[src/hdl/dmtr_pkg.sv]
// package: data memory map, field layout and table read constants
package dmtr_pkg;
  localparam int unsigned DATA_W = 8;
  localparam int unsigned ADDR_W = 8;
  localparam int unsigned PM_ADDR_W = 11;
  localparam int unsigned PM_DATA_W = 15;
  localparam int unsigned TBL_HI_W = PM_DATA_W - DATA_W;
  // special function map
  localparam logic [7:0] ADR_IND0 = 8'h00;
  localparam logic [7:0] ADR_MPTR0 = 8'h01;
  localparam logic [7:0] ADR_IND1 = 8'h02;
  localparam logic [7:0] ADR_MPTR1 = 8'h03;
  localparam logic [7:0] ADR_BANK = 8'h04;
  localparam logic [7:0] ADR_ALU = 8'h05;
  localparam logic [7:0] ADR_PCLO = 8'h06;
  localparam logic [7:0] ADR_TPTR = 8'h07;
  localparam logic [7:0] ADR_THI = 8'h08;
  localparam logic [7:0] ADR_FLAG = 8'h0A;
  localparam logic [7:0] ADR_UNUSED = 8'h0C;
  localparam logic [7:0] ADR_EECTL = 8'h40;
  // first general purpose location; others below it belong to other blocks
  localparam logic [7:0] ADR_GP_BASE = 8'h41;
  localparam logic [7:0] ZERO_BYTE = 8'h00;
  localparam logic [7:0] BANK_MASK = 8'h01;
  localparam logic [7:0] FLAG_WR_MASK = 8'h0F;
  localparam logic [7:0] FLAG_RO_MASK = 8'h30;
  localparam logic [2:0] LAST_PAGE = 3'h7;
  localparam int unsigned RAM_DEPTH = 512;
  localparam int unsigned RAM_AW = 9;
  // plain write and read-modify-write operations of the core
  typedef enum logic [1:0] {
    DMTR_OP_WR = 2'h0,
    DMTR_OP_SET = 2'h1,
    DMTR_OP_CLR = 2'h2
  } dmtr_op_t;
  // table read sequencer, gray along idle -> fetch -> load
  typedef enum logic [1:0] {
    DMTR_T_IDLE = 2'h0,
    DMTR_T_FETCH = 2'h1,
    DMTR_T_LOAD = 2'h3
  } dmtr_tstate_t;
endpackage : dmtr_pkg

[src/hdl/dmtr_ram_if.sv]
// interface: general purpose ram port between decoder and memory
interface dmtr_ram_if;
  logic we;
  logic [dmtr_pkg::RAM_AW-1:0] waddr;
  logic [dmtr_pkg::RAM_AW-1:0] raddr;
  logic [dmtr_pkg::DATA_W-1:0] wdata;
  logic [dmtr_pkg::DATA_W-1:0] rdata;
  modport ctrl (output we, output waddr, output raddr, output wdata, input rdata);
  modport mem (input we, input waddr, input raddr, input wdata, output rdata);
endinterface : dmtr_ram_if

[src/hdl/dmtr_ram.sv]
// general purpose data ram, two banks, registered read
module dmtr_ram (
  input wire logic sys_clk_i,
  dmtr_ram_if.mem port
);
  logic [dmtr_pkg::DATA_W-1:0] mem_reg [dmtr_pkg::RAM_DEPTH];
  logic [dmtr_pkg::DATA_W-1:0] rdata_reg;

  // no reset on the array; contents are undefined at power up
  always_ff @(posedge sys_clk_i) begin
    if (port.we) begin
      mem_reg[port.waddr] <= port.wdata;
    end
    rdata_reg <= mem_reg[port.raddr];
  end

  assign port.rdata = rdata_reg;
endmodule : dmtr_ram

[src/hdl/dmtr_core.sv]
// data memory decoder, indirect ports and table read unit
//
// Behaviour
// - current-page table read: address is pc high bits plus table pointer
// - last-page table read: address is 0700h plus table pointer
// - each table read loads the word's high part into table high byte
// - table high byte is read-only; software writes are dropped
// - table reads take two cycles; busy stalls the core meanwhile
// - locations are 8 bits wide, address space starts at 00h
// - bit set and clear reach any bit except protected ones
// - protected special locations keep their state on writes
// - general purpose locations are read and write
// - special registers same in both banks; 40h only in bank 1
// - selected bank follows the bank select register
// - indirect ports hold no storage; they act via their pointer
// - port 0 uses pointer 0, port 1 uses pointer 1
// - indirect access to a port address reads 00h, writes nothing
// - special map 00h..08h as listed, flags at 0ah
// - unused table high byte bits read zero
// - low byte of the fetched word goes to the operand location if it is a pointer, alu, table pointer or ram
// - port 0 always bank 0; port 1 follows bank select
// - direct addressing reaches bank 0 except at 40h, which follows bank select
module dmtr_core (
  input wire logic sys_clk_i,
  input wire logic rst_n_i,
  input wire logic acc_req_i,
  input wire logic acc_wr_i,
  input wire logic [1:0] acc_op_i,
  input wire logic [2:0] acc_bit_i,
  input wire logic [7:0] acc_addr_i,
  input wire logic [7:0] acc_wdata_i,
  input wire logic tbl_req_i,
  input wire logic tbl_last_i,
  input wire logic [7:0] tbl_dest_i,
  input wire logic [2:0] pc_high_i,
  input wire logic [14:0] pm_rdata_i,
  input wire logic [3:0] flag_hw_i,
  input wire logic flag_hw_we_i,
  input wire logic [1:0] sys_flags_i,
  output logic [7:0] acc_rdata_o,
  output logic acc_rvalid_o,
  output logic busy_o,
  output logic [10:0] pm_addr_o,
  output logic pm_re_o,
  output logic [7:0] alu_result_o,
  output logic [7:0] pcl_o,
  output logic pcl_wr_o,
  output logic bank_o,
  output logic eectl_sel_o
);
  typedef struct packed {
    logic [7:0] mptr0;
    logic [7:0] mptr1;
    logic [7:0] bank;
    logic [7:0] alu;
    logic [7:0] pclo;
    logic [7:0] tptr;
    logic [7:0] thi;
    logic [7:0] flags;
    dmtr_pkg::dmtr_tstate_t tst;
    logic [7:0] tdest;
    logic [10:0] pm_addr;
    logic pm_re;
    logic [7:0] rdata;
    logic rvalid;
    logic rd_ram;
    logic pcl_wr;
    logic eesel;
  } dmtr_state_t;

  dmtr_state_t st_reg;
  dmtr_state_t st_next;
  dmtr_ram_if ram ();

  dmtr_ram u_ram (
    .sys_clk_i(sys_clk_i),
    .port(ram.mem)
  );

  ////////////////////////////////////////////////////////////////////
  // address resolution
  logic ind_sel;
  logic ind_is0;
  logic [7:0] eff_addr;
  logic eff_bank;
  logic ind_self;
  logic [7:0] sfr_val;
  logic sfr_hit;
  logic is_gp;
  logic [7:0] new_val;
  logic [7:0] bit_mask;

  always_comb begin
    ind_is0 = (acc_addr_i == dmtr_pkg::ADR_IND0);
    ind_sel = ind_is0 || (acc_addr_i == dmtr_pkg::ADR_IND1);
    // port k follows its own pointer
    eff_addr = ind_is0 ? st_reg.mptr0 : (ind_sel ? st_reg.mptr1 : acc_addr_i);
    // direct and port 0 stay in bank 0; port 1 honours bank select
    eff_bank = (ind_sel && !ind_is0) ? st_reg.bank[0] : 1'b0;
    ind_self = ind_sel && ((eff_addr == dmtr_pkg::ADR_IND0) ||
                           (eff_addr == dmtr_pkg::ADR_IND1));
    is_gp = (eff_addr >= dmtr_pkg::ADR_GP_BASE);
    bit_mask = 8'h01 << acc_bit_i;
  end

  // special register read mux; banks alias apart from 40h
  always_comb begin
    sfr_hit = 1'b1;
    sfr_val = dmtr_pkg::ZERO_BYTE;
    case (eff_addr)
      dmtr_pkg::ADR_MPTR0: sfr_val = st_reg.mptr0;
      dmtr_pkg::ADR_MPTR1: sfr_val = st_reg.mptr1;
      dmtr_pkg::ADR_BANK: sfr_val = st_reg.bank & dmtr_pkg::BANK_MASK;
      dmtr_pkg::ADR_ALU: sfr_val = st_reg.alu;
      dmtr_pkg::ADR_PCLO: sfr_val = st_reg.pclo;
      dmtr_pkg::ADR_TPTR: sfr_val = st_reg.tptr;
      dmtr_pkg::ADR_THI: sfr_val = st_reg.thi;
      dmtr_pkg::ADR_FLAG: sfr_val = st_reg.flags;
      default: sfr_hit = 1'b0;
    endcase
  end

  ////////////////////////////////////////////////////////////////////
  // next state
  always_comb begin
    st_next = st_reg;
    st_next.rvalid = 1'b0;
    st_next.rd_ram = 1'b0;
    st_next.pcl_wr = 1'b0;
    st_next.pm_re = 1'b0;
    st_next.eesel = 1'b0;
    ram.we = 1'b0;
    ram.waddr = {eff_bank, eff_addr};
    ram.raddr = {eff_bank, eff_addr};
    ram.wdata = acc_wdata_i;
    new_val = acc_wdata_i;
    // hardware flag update from the alu
    if (flag_hw_we_i) begin
      st_next.flags[3:0] = flag_hw_i;
    end
    // protected flags mirror system state, never software
    st_next.flags[5:4] = sys_flags_i;
    st_next.flags[7:6] = 2'h0;
    case (st_reg.tst)
      dmtr_pkg::DMTR_T_IDLE: begin
        if (tbl_req_i) begin
          st_next.tdest = tbl_dest_i;
          st_next.pm_addr = tbl_last_i ? {dmtr_pkg::LAST_PAGE, st_reg.tptr}
                                       : {pc_high_i, st_reg.tptr};
          st_next.pm_re = 1'b1;
          st_next.tst = dmtr_pkg::DMTR_T_FETCH;
        end else if (acc_req_i && !acc_wr_i) begin
          // reads answer one cycle later
          st_next.rvalid = 1'b1;
          st_next.rd_ram = is_gp && !ind_self;
          st_next.rdata = ind_self ? dmtr_pkg::ZERO_BYTE : sfr_val;
          // 40h decodes through the bank select, port 0 never leaves bank 0
          st_next.eesel = (eff_addr == dmtr_pkg::ADR_EECTL) && !ind_is0 && st_reg.bank[0];
        end else if (acc_req_i && acc_wr_i && !ind_self) begin
          // special registers modify their own value; ram bits modify the
          // current value that the core hands in, as ram reads take a cycle
          if (acc_op_i == dmtr_pkg::DMTR_OP_SET) begin
            new_val = (sfr_hit ? sfr_val : acc_wdata_i) | bit_mask;
          end else if (acc_op_i == dmtr_pkg::DMTR_OP_CLR) begin
            new_val = (sfr_hit ? sfr_val : acc_wdata_i) & ~bit_mask;
          end
          st_next.eesel = (eff_addr == dmtr_pkg::ADR_EECTL) && !ind_is0 && st_reg.bank[0];
          case (eff_addr)
            dmtr_pkg::ADR_MPTR0: st_next.mptr0 = new_val;
            dmtr_pkg::ADR_MPTR1: st_next.mptr1 = new_val;
            dmtr_pkg::ADR_BANK: st_next.bank = new_val & dmtr_pkg::BANK_MASK;
            dmtr_pkg::ADR_ALU: st_next.alu = new_val;
            dmtr_pkg::ADR_PCLO: begin
              st_next.pclo = new_val;
              st_next.pcl_wr = 1'b1;
            end
            dmtr_pkg::ADR_TPTR: st_next.tptr = new_val;
            dmtr_pkg::ADR_THI: st_next.thi = st_reg.thi;
            dmtr_pkg::ADR_FLAG: begin
              st_next.flags = (st_reg.flags & ~dmtr_pkg::FLAG_WR_MASK) |
                              (new_val & dmtr_pkg::FLAG_WR_MASK);
              st_next.flags[5:4] = sys_flags_i;
            end
            default: begin
              // general purpose store; bit ops on ram need a prior read
              ram.we = is_gp;
              ram.wdata = new_val;
            end
          endcase
        end
      end
      dmtr_pkg::DMTR_T_FETCH: begin
        // program word is read now and arrives in load; stall holds the core
        st_next.tst = dmtr_pkg::DMTR_T_LOAD;
      end
      dmtr_pkg::DMTR_T_LOAD: begin
        st_next.thi = {1'b0, pm_rdata_i[dmtr_pkg::PM_DATA_W-1:dmtr_pkg::DATA_W]};
        // low byte to the operand, direct so bank 0
        ram.waddr = {1'b0, st_reg.tdest};
        ram.wdata = pm_rdata_i[dmtr_pkg::DATA_W-1:0];
        ram.we = (st_reg.tdest >= dmtr_pkg::ADR_GP_BASE);
        case (st_reg.tdest)
          dmtr_pkg::ADR_MPTR0: st_next.mptr0 = pm_rdata_i[7:0];
          dmtr_pkg::ADR_MPTR1: st_next.mptr1 = pm_rdata_i[7:0];
          dmtr_pkg::ADR_ALU: st_next.alu = pm_rdata_i[7:0];
          dmtr_pkg::ADR_TPTR: st_next.tptr = pm_rdata_i[7:0];
          default: st_next.alu = st_reg.alu;
        endcase
        st_next.tst = dmtr_pkg::DMTR_T_IDLE;
      end
      default: st_next.tst = dmtr_pkg::DMTR_T_IDLE;
    endcase
  end

  ////////////////////////////////////////////////////////////////////
  // state register
  always_ff @(posedge sys_clk_i) begin
    if (!rst_n_i) begin
      st_reg <= '0; // bank 0 after reset
    end else begin
      st_reg <= st_next;
    end
  end

  ////////////////////////////////////////////////////////////////////
  // outputs; ram data is already registered inside the memory
  logic [7:0] rdata_q;
  always_ff @(posedge sys_clk_i) begin
    if (!rst_n_i) begin
      rdata_q <= dmtr_pkg::ZERO_BYTE;
    end else begin
      rdata_q <= st_next.rd_ram ? dmtr_pkg::ZERO_BYTE : st_next.rdata;
    end
  end

  assign acc_rdata_o = st_reg.rd_ram ? ram.rdata : rdata_q;
  assign acc_rvalid_o = st_reg.rvalid;
  assign busy_o = (st_reg.tst != dmtr_pkg::DMTR_T_IDLE);
  assign pm_addr_o = st_reg.pm_addr;
  assign pm_re_o = st_reg.pm_re;
  assign alu_result_o = st_reg.alu;
  assign pcl_o = st_reg.pclo;
  assign pcl_wr_o = st_reg.pcl_wr;
  assign bank_o = st_reg.bank[0];
  assign eectl_sel_o = st_reg.eesel;
endmodule : dmtr_core

[config.mk]
export PLATFORM = sky130hd
export DESIGN_NAME = dmtr_core
export DESIGN_NICKNAME = d
export VERILOG_FILES = /design/src/hdl/dmtr_pkg.sv /design/src/hdl/dmtr_ram_if.sv /design/src/hdl/dmtr_ram.sv /design/src/hdl/dmtr_core.sv
export SDC_FILE = /design/constraint.sdc
export NUM_CORES = 2
export LEC_CHECK = 0
export BUFFER_PORTS_ARGS = -buffer_cell sky130_fd_sc_hd__buf_2
export CAP_MARGIN = 10
export CELL_PAD_IN_SITES_DETAIL_PLACEMENT = 1
export CELL_PAD_IN_SITES_GLOBAL_PLACEMENT = 1
export CORE_MARGIN = 5
export CORE_UTILIZATION = 55
export CTS_BUF_LIST = sky130_fd_sc_hd__clkbuf_2 sky130_fd_sc_hd__clkbuf_4 sky130_fd_sc_hd__clkbuf_8
export CTS_CLUSTER_DIAMETER = 40
export DETAILED_ROUTE_END_ITERATION = 7
export PLACE_DENSITY = 0.9
export SLEW_MARGIN = 10
export SYNTH_ARGS = -nofsm -noshare
export SYNTH_HDL_FRONTEND = slang
export SYNTH_SLANG_ARGS = --single-unit
[constraint.sdc]
create_clock -name sys_clk_i -period 37.9 [get_ports sys_clk_i]
set_input_delay 3.79 -clock sys_clk_i [delete_from_list [all_inputs] [get_ports sys_clk_i]]
set_output_delay 3.79 -clock sys_clk_i [all_outputs]
set_load 0.03 [all_outputs]
==> results of run 1 <==
cell usage after synthesis, drive strengths merged, types with 13 or more instances:
master	instances
a211oi	37
o21ai	123
a222oi	24
a311oi	51
inv	20
a21oi	411
o221ai	63
o211ai	18
and2	14
dfxtp	104
a221oi	15
nand2	2871
a32oi	145
a31oi	254
a22oi	37
o41ai	14
or4	13
nand4	101
a2111oi	43
mux2i	627
mux4	17
nor3	49
nor4	76
edfxtp	4096
o22ai	186
nand3	963
a211o	16
nor2	594
mux2	22
buf	494
clkbuf	338
and3	104
metal layers:
metal / GRT overflow / GRT usage
met5: 1 / 0.595
met4: 48 / 0.665
met3: 5 / 0.662
met2: 40 / 0.816
met1: 3 / 0.669
stage by stage:
stage,util,cell area [um2],hold WS (ns)
3_5_place_dp,0.572,173000,0.454
4_1_cts,0.615,186000,0.462
3_3_place_gp,0.572,173000,0.446
2_1_floorplan,-,169000,0.437
cells by family after synthesis:
family | synth area share
AOI/OAI and AO/OA | 0.0626
adders and majority gates | 0.000225
buffers and inverters | 0.0258
DFF | 0.748
muxes | 0.0413
other | 0.0000224
and+or+nand+nor | 0.122
==> results.py, run 1 <==
metrics = {
    "cts": {
        "ctsResizeCount": 0,
        "cts_hold_buffers": 0,
        "clock_path_buffers": 4,
        "cts-root-buf": "clkbuf_8",
        "clkSinkCount": 4200,
        "htree_levels": 6,
        "numCtsBuffers": 658,
        "cts_setup_buffers": 0,
    },
    "yosys": {
        "ys.warnings.count": 0,
        "postSynthAreaPerCell_um2": 13.8,
        "synth_cell_types": 90,
        "synthDominantCellAreaShare": 0.736,
        "synth_edf_count": 4096,
        "yosys-top-cells-area": "edfxtp_1, nand2_1, mux2i_1, nand3_1, nor2_1",
        "synthFlopType": "edfxtp_1",
        "yosys.area.top_type": "edfxtp_1",
        "synth-seq-cells": 4200,
        "synthCells": 12100,
        "async_flop_share": 0,
        "ys_seq_area_frac": 0.748,
        "netlist_area_um2": 167000,
    },
    "global_route": {
        "grt_max_degree": 246,
        "overflow": 97,
        "antenna_found_initial": 187,
        "grt_use_total": 0.707,
    },
    "floorplanning": {
        "die_h_um": 561,
        "start_util": 0.552,
        "num_io_pins": 101,
        "rows": 202,
        "die_x_um": 561,
    },
    "placed_design": {
        "pre_cts_slack_ns": 25.37,
        "place_inst": 16100,
        "hpwlAfterDp_um": 389000,
        "port-buffer-count": 100,
        "gp_congestion": 0.965,
    },
    "run_status": {
        "haltStage": "global routing (5_1_grt)",
        "tool.error": "[ERROR GRT-0232] Routing congestion too high. Check the congestion heatmap in the GUI.",
        "status": "aborted with a tool error",
    },
}
==> run 2, diff against run 1 <==
Settings changed: CELL_PAD_IN_SITES_DETAIL_PLACEMENT 1 to unset, CELL_PAD_IN_SITES_GLOBAL_PLACEMENT 1 to unset, CORE_UTILIZATION 55 to 40, CTS_BUF_LIST sky130_fd_sc_hd__clkbuf_2 sky130_fd_sc_hd__clkbuf_4 sky130_fd_sc_hd__clkbuf_8 to unset, CTS_CLUSTER_DIAMETER 40 to unset, PLACE_DENSITY 0.9 to unset, PLACE_DENSITY_LB_ADDON set to 0.15.
==> results.py, run 2 <==
metrics = {
    "yosys": {
        "synthCells": 12100,
        "synth-seq-cells": 4200,
        "yosys.cell_count.top_type": "edfxtp_1",
        "synthSimpleGateAreaFrac": 0.122,
        "synthTopCellsByCount": "edfxtp_1, nand2_1, nand3_1",
        "ys.warnings.count": 0,
        "ys_seq_area_frac": 0.748,
        "synthFlopType": "edfxtp_1",
        "synthDominantCellAreaShare": 0.736,
        "synth_cell_types": 90,
        "synth_top_family_by_area": "simple AND/OR/NAND/NOR gates",
        "yosys-top-cells-area": "edfxtp_1, nand2_1, mux2i_1, nand3_1, nor2_1",
        "synth-adder-area-share": 0.000225,
        "yosys.area.top_type": "edfxtp_1",
        "synthXorXnorAreaFrac": 0,
        "async_flop_share": 0,
        "synth_compound_gate_area_share": 0.0626,
        "netlist_area_um2": 167000,
        "postSynthAreaPerCell_um2": 13.8,
        "yosys-mux-area-fraction": 0.0413,
        "synth_edf_count": 4096,
    },
    "timing": {
        "rsz0062_at_grt": "no",
        "tightest_slew_ns": 1.39,
        "setup_viol": 0,
        "fin_skew_ns": 0.0621,
        "post-route-period-util": 0.300,
        "period_needed_ns": 11.36,
        "slew_violations": 0,
        "tns_ns": 0,
        "slew_headroom": 0.0604,
        "hold_viol": 0,
        "fmax_ghz": 0.0880,
    },
    "cts": {
        "cts-root-buf": "clkbuf_16",
        "clkSlewWorstSetupHoldPaths_ns": 0.06,
        "cts_setup_buffers": 0,
        "ctsResizeCount": 0,
        "numCtsBuffers": 437,
        "htree_levels": 5,
        "clock_path_buffers": 4,
        "insertion_delay_ns": 1.02,
        "clkSinkCount": 4200,
        "cts_hold_buffers": 0,
        "cts_tree": "yes",
    },
    "cells_and_area": {
        "drive_above_1_share": 0.0897,
        "final_common_cell": "edfxtp_1",
        "fin_nets": 12700,
        "register_area_um2": 125000,
        "multi_input_area_um2": 40400,
        "final_cell_mix": "edfxtp_1, nand2_1, nand3_1",
        "fillers": 37000,
        "stdcell_area_um2": 190000,
        "areaGrowthSynthToFinish_pct": 13.5,
        "largest_reg_flops": 4096,
    },
    "pwr": {
        "ir_drop_mv": 0.0388,
        "p_leak_nw": 64.5,
        "powerDensity_nw_per_um2": 56.5,
    },
    "placed_design": {
        "hpwlAfterDp_um": 368000,
        "placed_area_um2": 176000,
        "gp_congestion": 0.890,
        "port-buffer-count": 100,
    },
    "routing": {
        "wl_per_cell_um": 33.2,
        "drt_wl_total_um": 616000,
        "drc": 7,
        "postRouteAntennaNets": 0,
        "drt_pre_antenna_iters": 8,
        "via_count": 111000,
        "vias_per_cell": 5.99,
        "drt_iter0_markers": 17400,
    },
    "floorplanning": {
        "num_io_pins": 101,
        "die-area_um2": 431000,
        "die_x_um": 656,
        "die_h_um": 656,
        "rows": 237,
        "core_um2": 417000,
        "start_util": 0.401,
    },
    "critical_path": {
        "cp-start-kind": "primary input",
        "critical_path_class": "in2reg",
        "crit_required_ns": 38.74,
        "cp-end-kind": "flop",
        "crit_fanout": 118,
        "worstPathArrival_ns": 12.20,
    },
    "global_route": {
        "grt_use_total": 0.276,
        "grt_pass1_wl_um": 844000,
        "antenna_found_initial": 66,
        "grt_max_degree": 218,
        "grt_pass1_vias": 103000,
        "overflow": 0,
    },
    "job": {
        "drv_cap": 0,
    },
    "min_path": {
        "timing.hold.worst.class": "reg2reg",
    },
    "run_status": {
        "violations": "DRC",
        "status": "finished, violations left",
    },
}
-- run 2: final timing paths --
check,start,to,slack [ns],cells after the start
max,acc_addr_i[4],u_ram.port.rdata[1],26.54,14
max reg2reg,st_reg[91],u_ram.port.rdata[1],30.08,13
min reg2reg,pm_addr_o[0],pm_addr_o[0],0.45,2
min,pm_addr_o[0],pm_addr_o[0],0.45,2
-- run 2: area by class of cell --
cell class | instances | area share
flip-flops and latches | 4200 | 0.660
multi-input cells | 7562 | 0.213
clock buffers | 560 | 0.0611
well taps | 5497 | 0.0363
repair buffers | 428 | 0.0173
clock inverters | 248 | 0.0118
diodes | 38 | 0.000501
inverters | 22 | 0.000435
-- run 2: logic make-up (layout without fill, tap and decap cells) --
| group | Yosys count | in the layout |
|---|---|---|
| buffers and inverters | 854 | 1258 |
| muxes | 666 | 666 |
| adders and majority gates | 3 | 3 |
| AOI/OAI and AO/OA | 1547 | 1547 |
| other | 1 | 558 |
| and+or+nand+nor | 4826 | 4826 |
| DFF | 4200 | 4200 |
-- run 2: stage by stage --
step                      hold WS, ns  power [W]  std cells  utilization  setup WS [ns]
after global placement          0.445    0.00656      17700        0.421          26.05
after CTS                       0.461     0.0108      18500        0.455          27.08
after global routing            0.479     0.0110      18500        0.455          26.62
final                           0.455     0.0107      18600        0.455          26.54
after floorplan                 0.437    0.00646      12600            -          15.06
after detailed placement        0.453    0.00658      17700        0.422          26.01
-- run 2: worst max-delay path: stages --
cell	delay (ns)
buf_2	0.15
or4_1	0.96
or4_1	1.00
nand2_8	0.69
buf_12	0.45
buf_4	0.63
buf_4	0.70
mux2i_1	0.99
o221ai_1	0.88
a31oi_1	0.47
a22o_1	0.19
a21oi_1	0.09
o211ai_1	0.60
a32oi_1	0.19
-- run 2: metal layers --
layer	track usage	part of all wire
met3	0.0685	0.11
met1	0.382	0.39
met2	0.414	0.44
met4	0.118	0.050
met5	0	0.00028
-- run 2: where the power goes --
group	internal (W)	switching [W]
logic	0.000165	0.000815
clock network	0.00239	0.00183
registers	0.00549	0.0000356
total	0.00805	0.00268
Note: power is estimated with default switching activity, not from simulation.
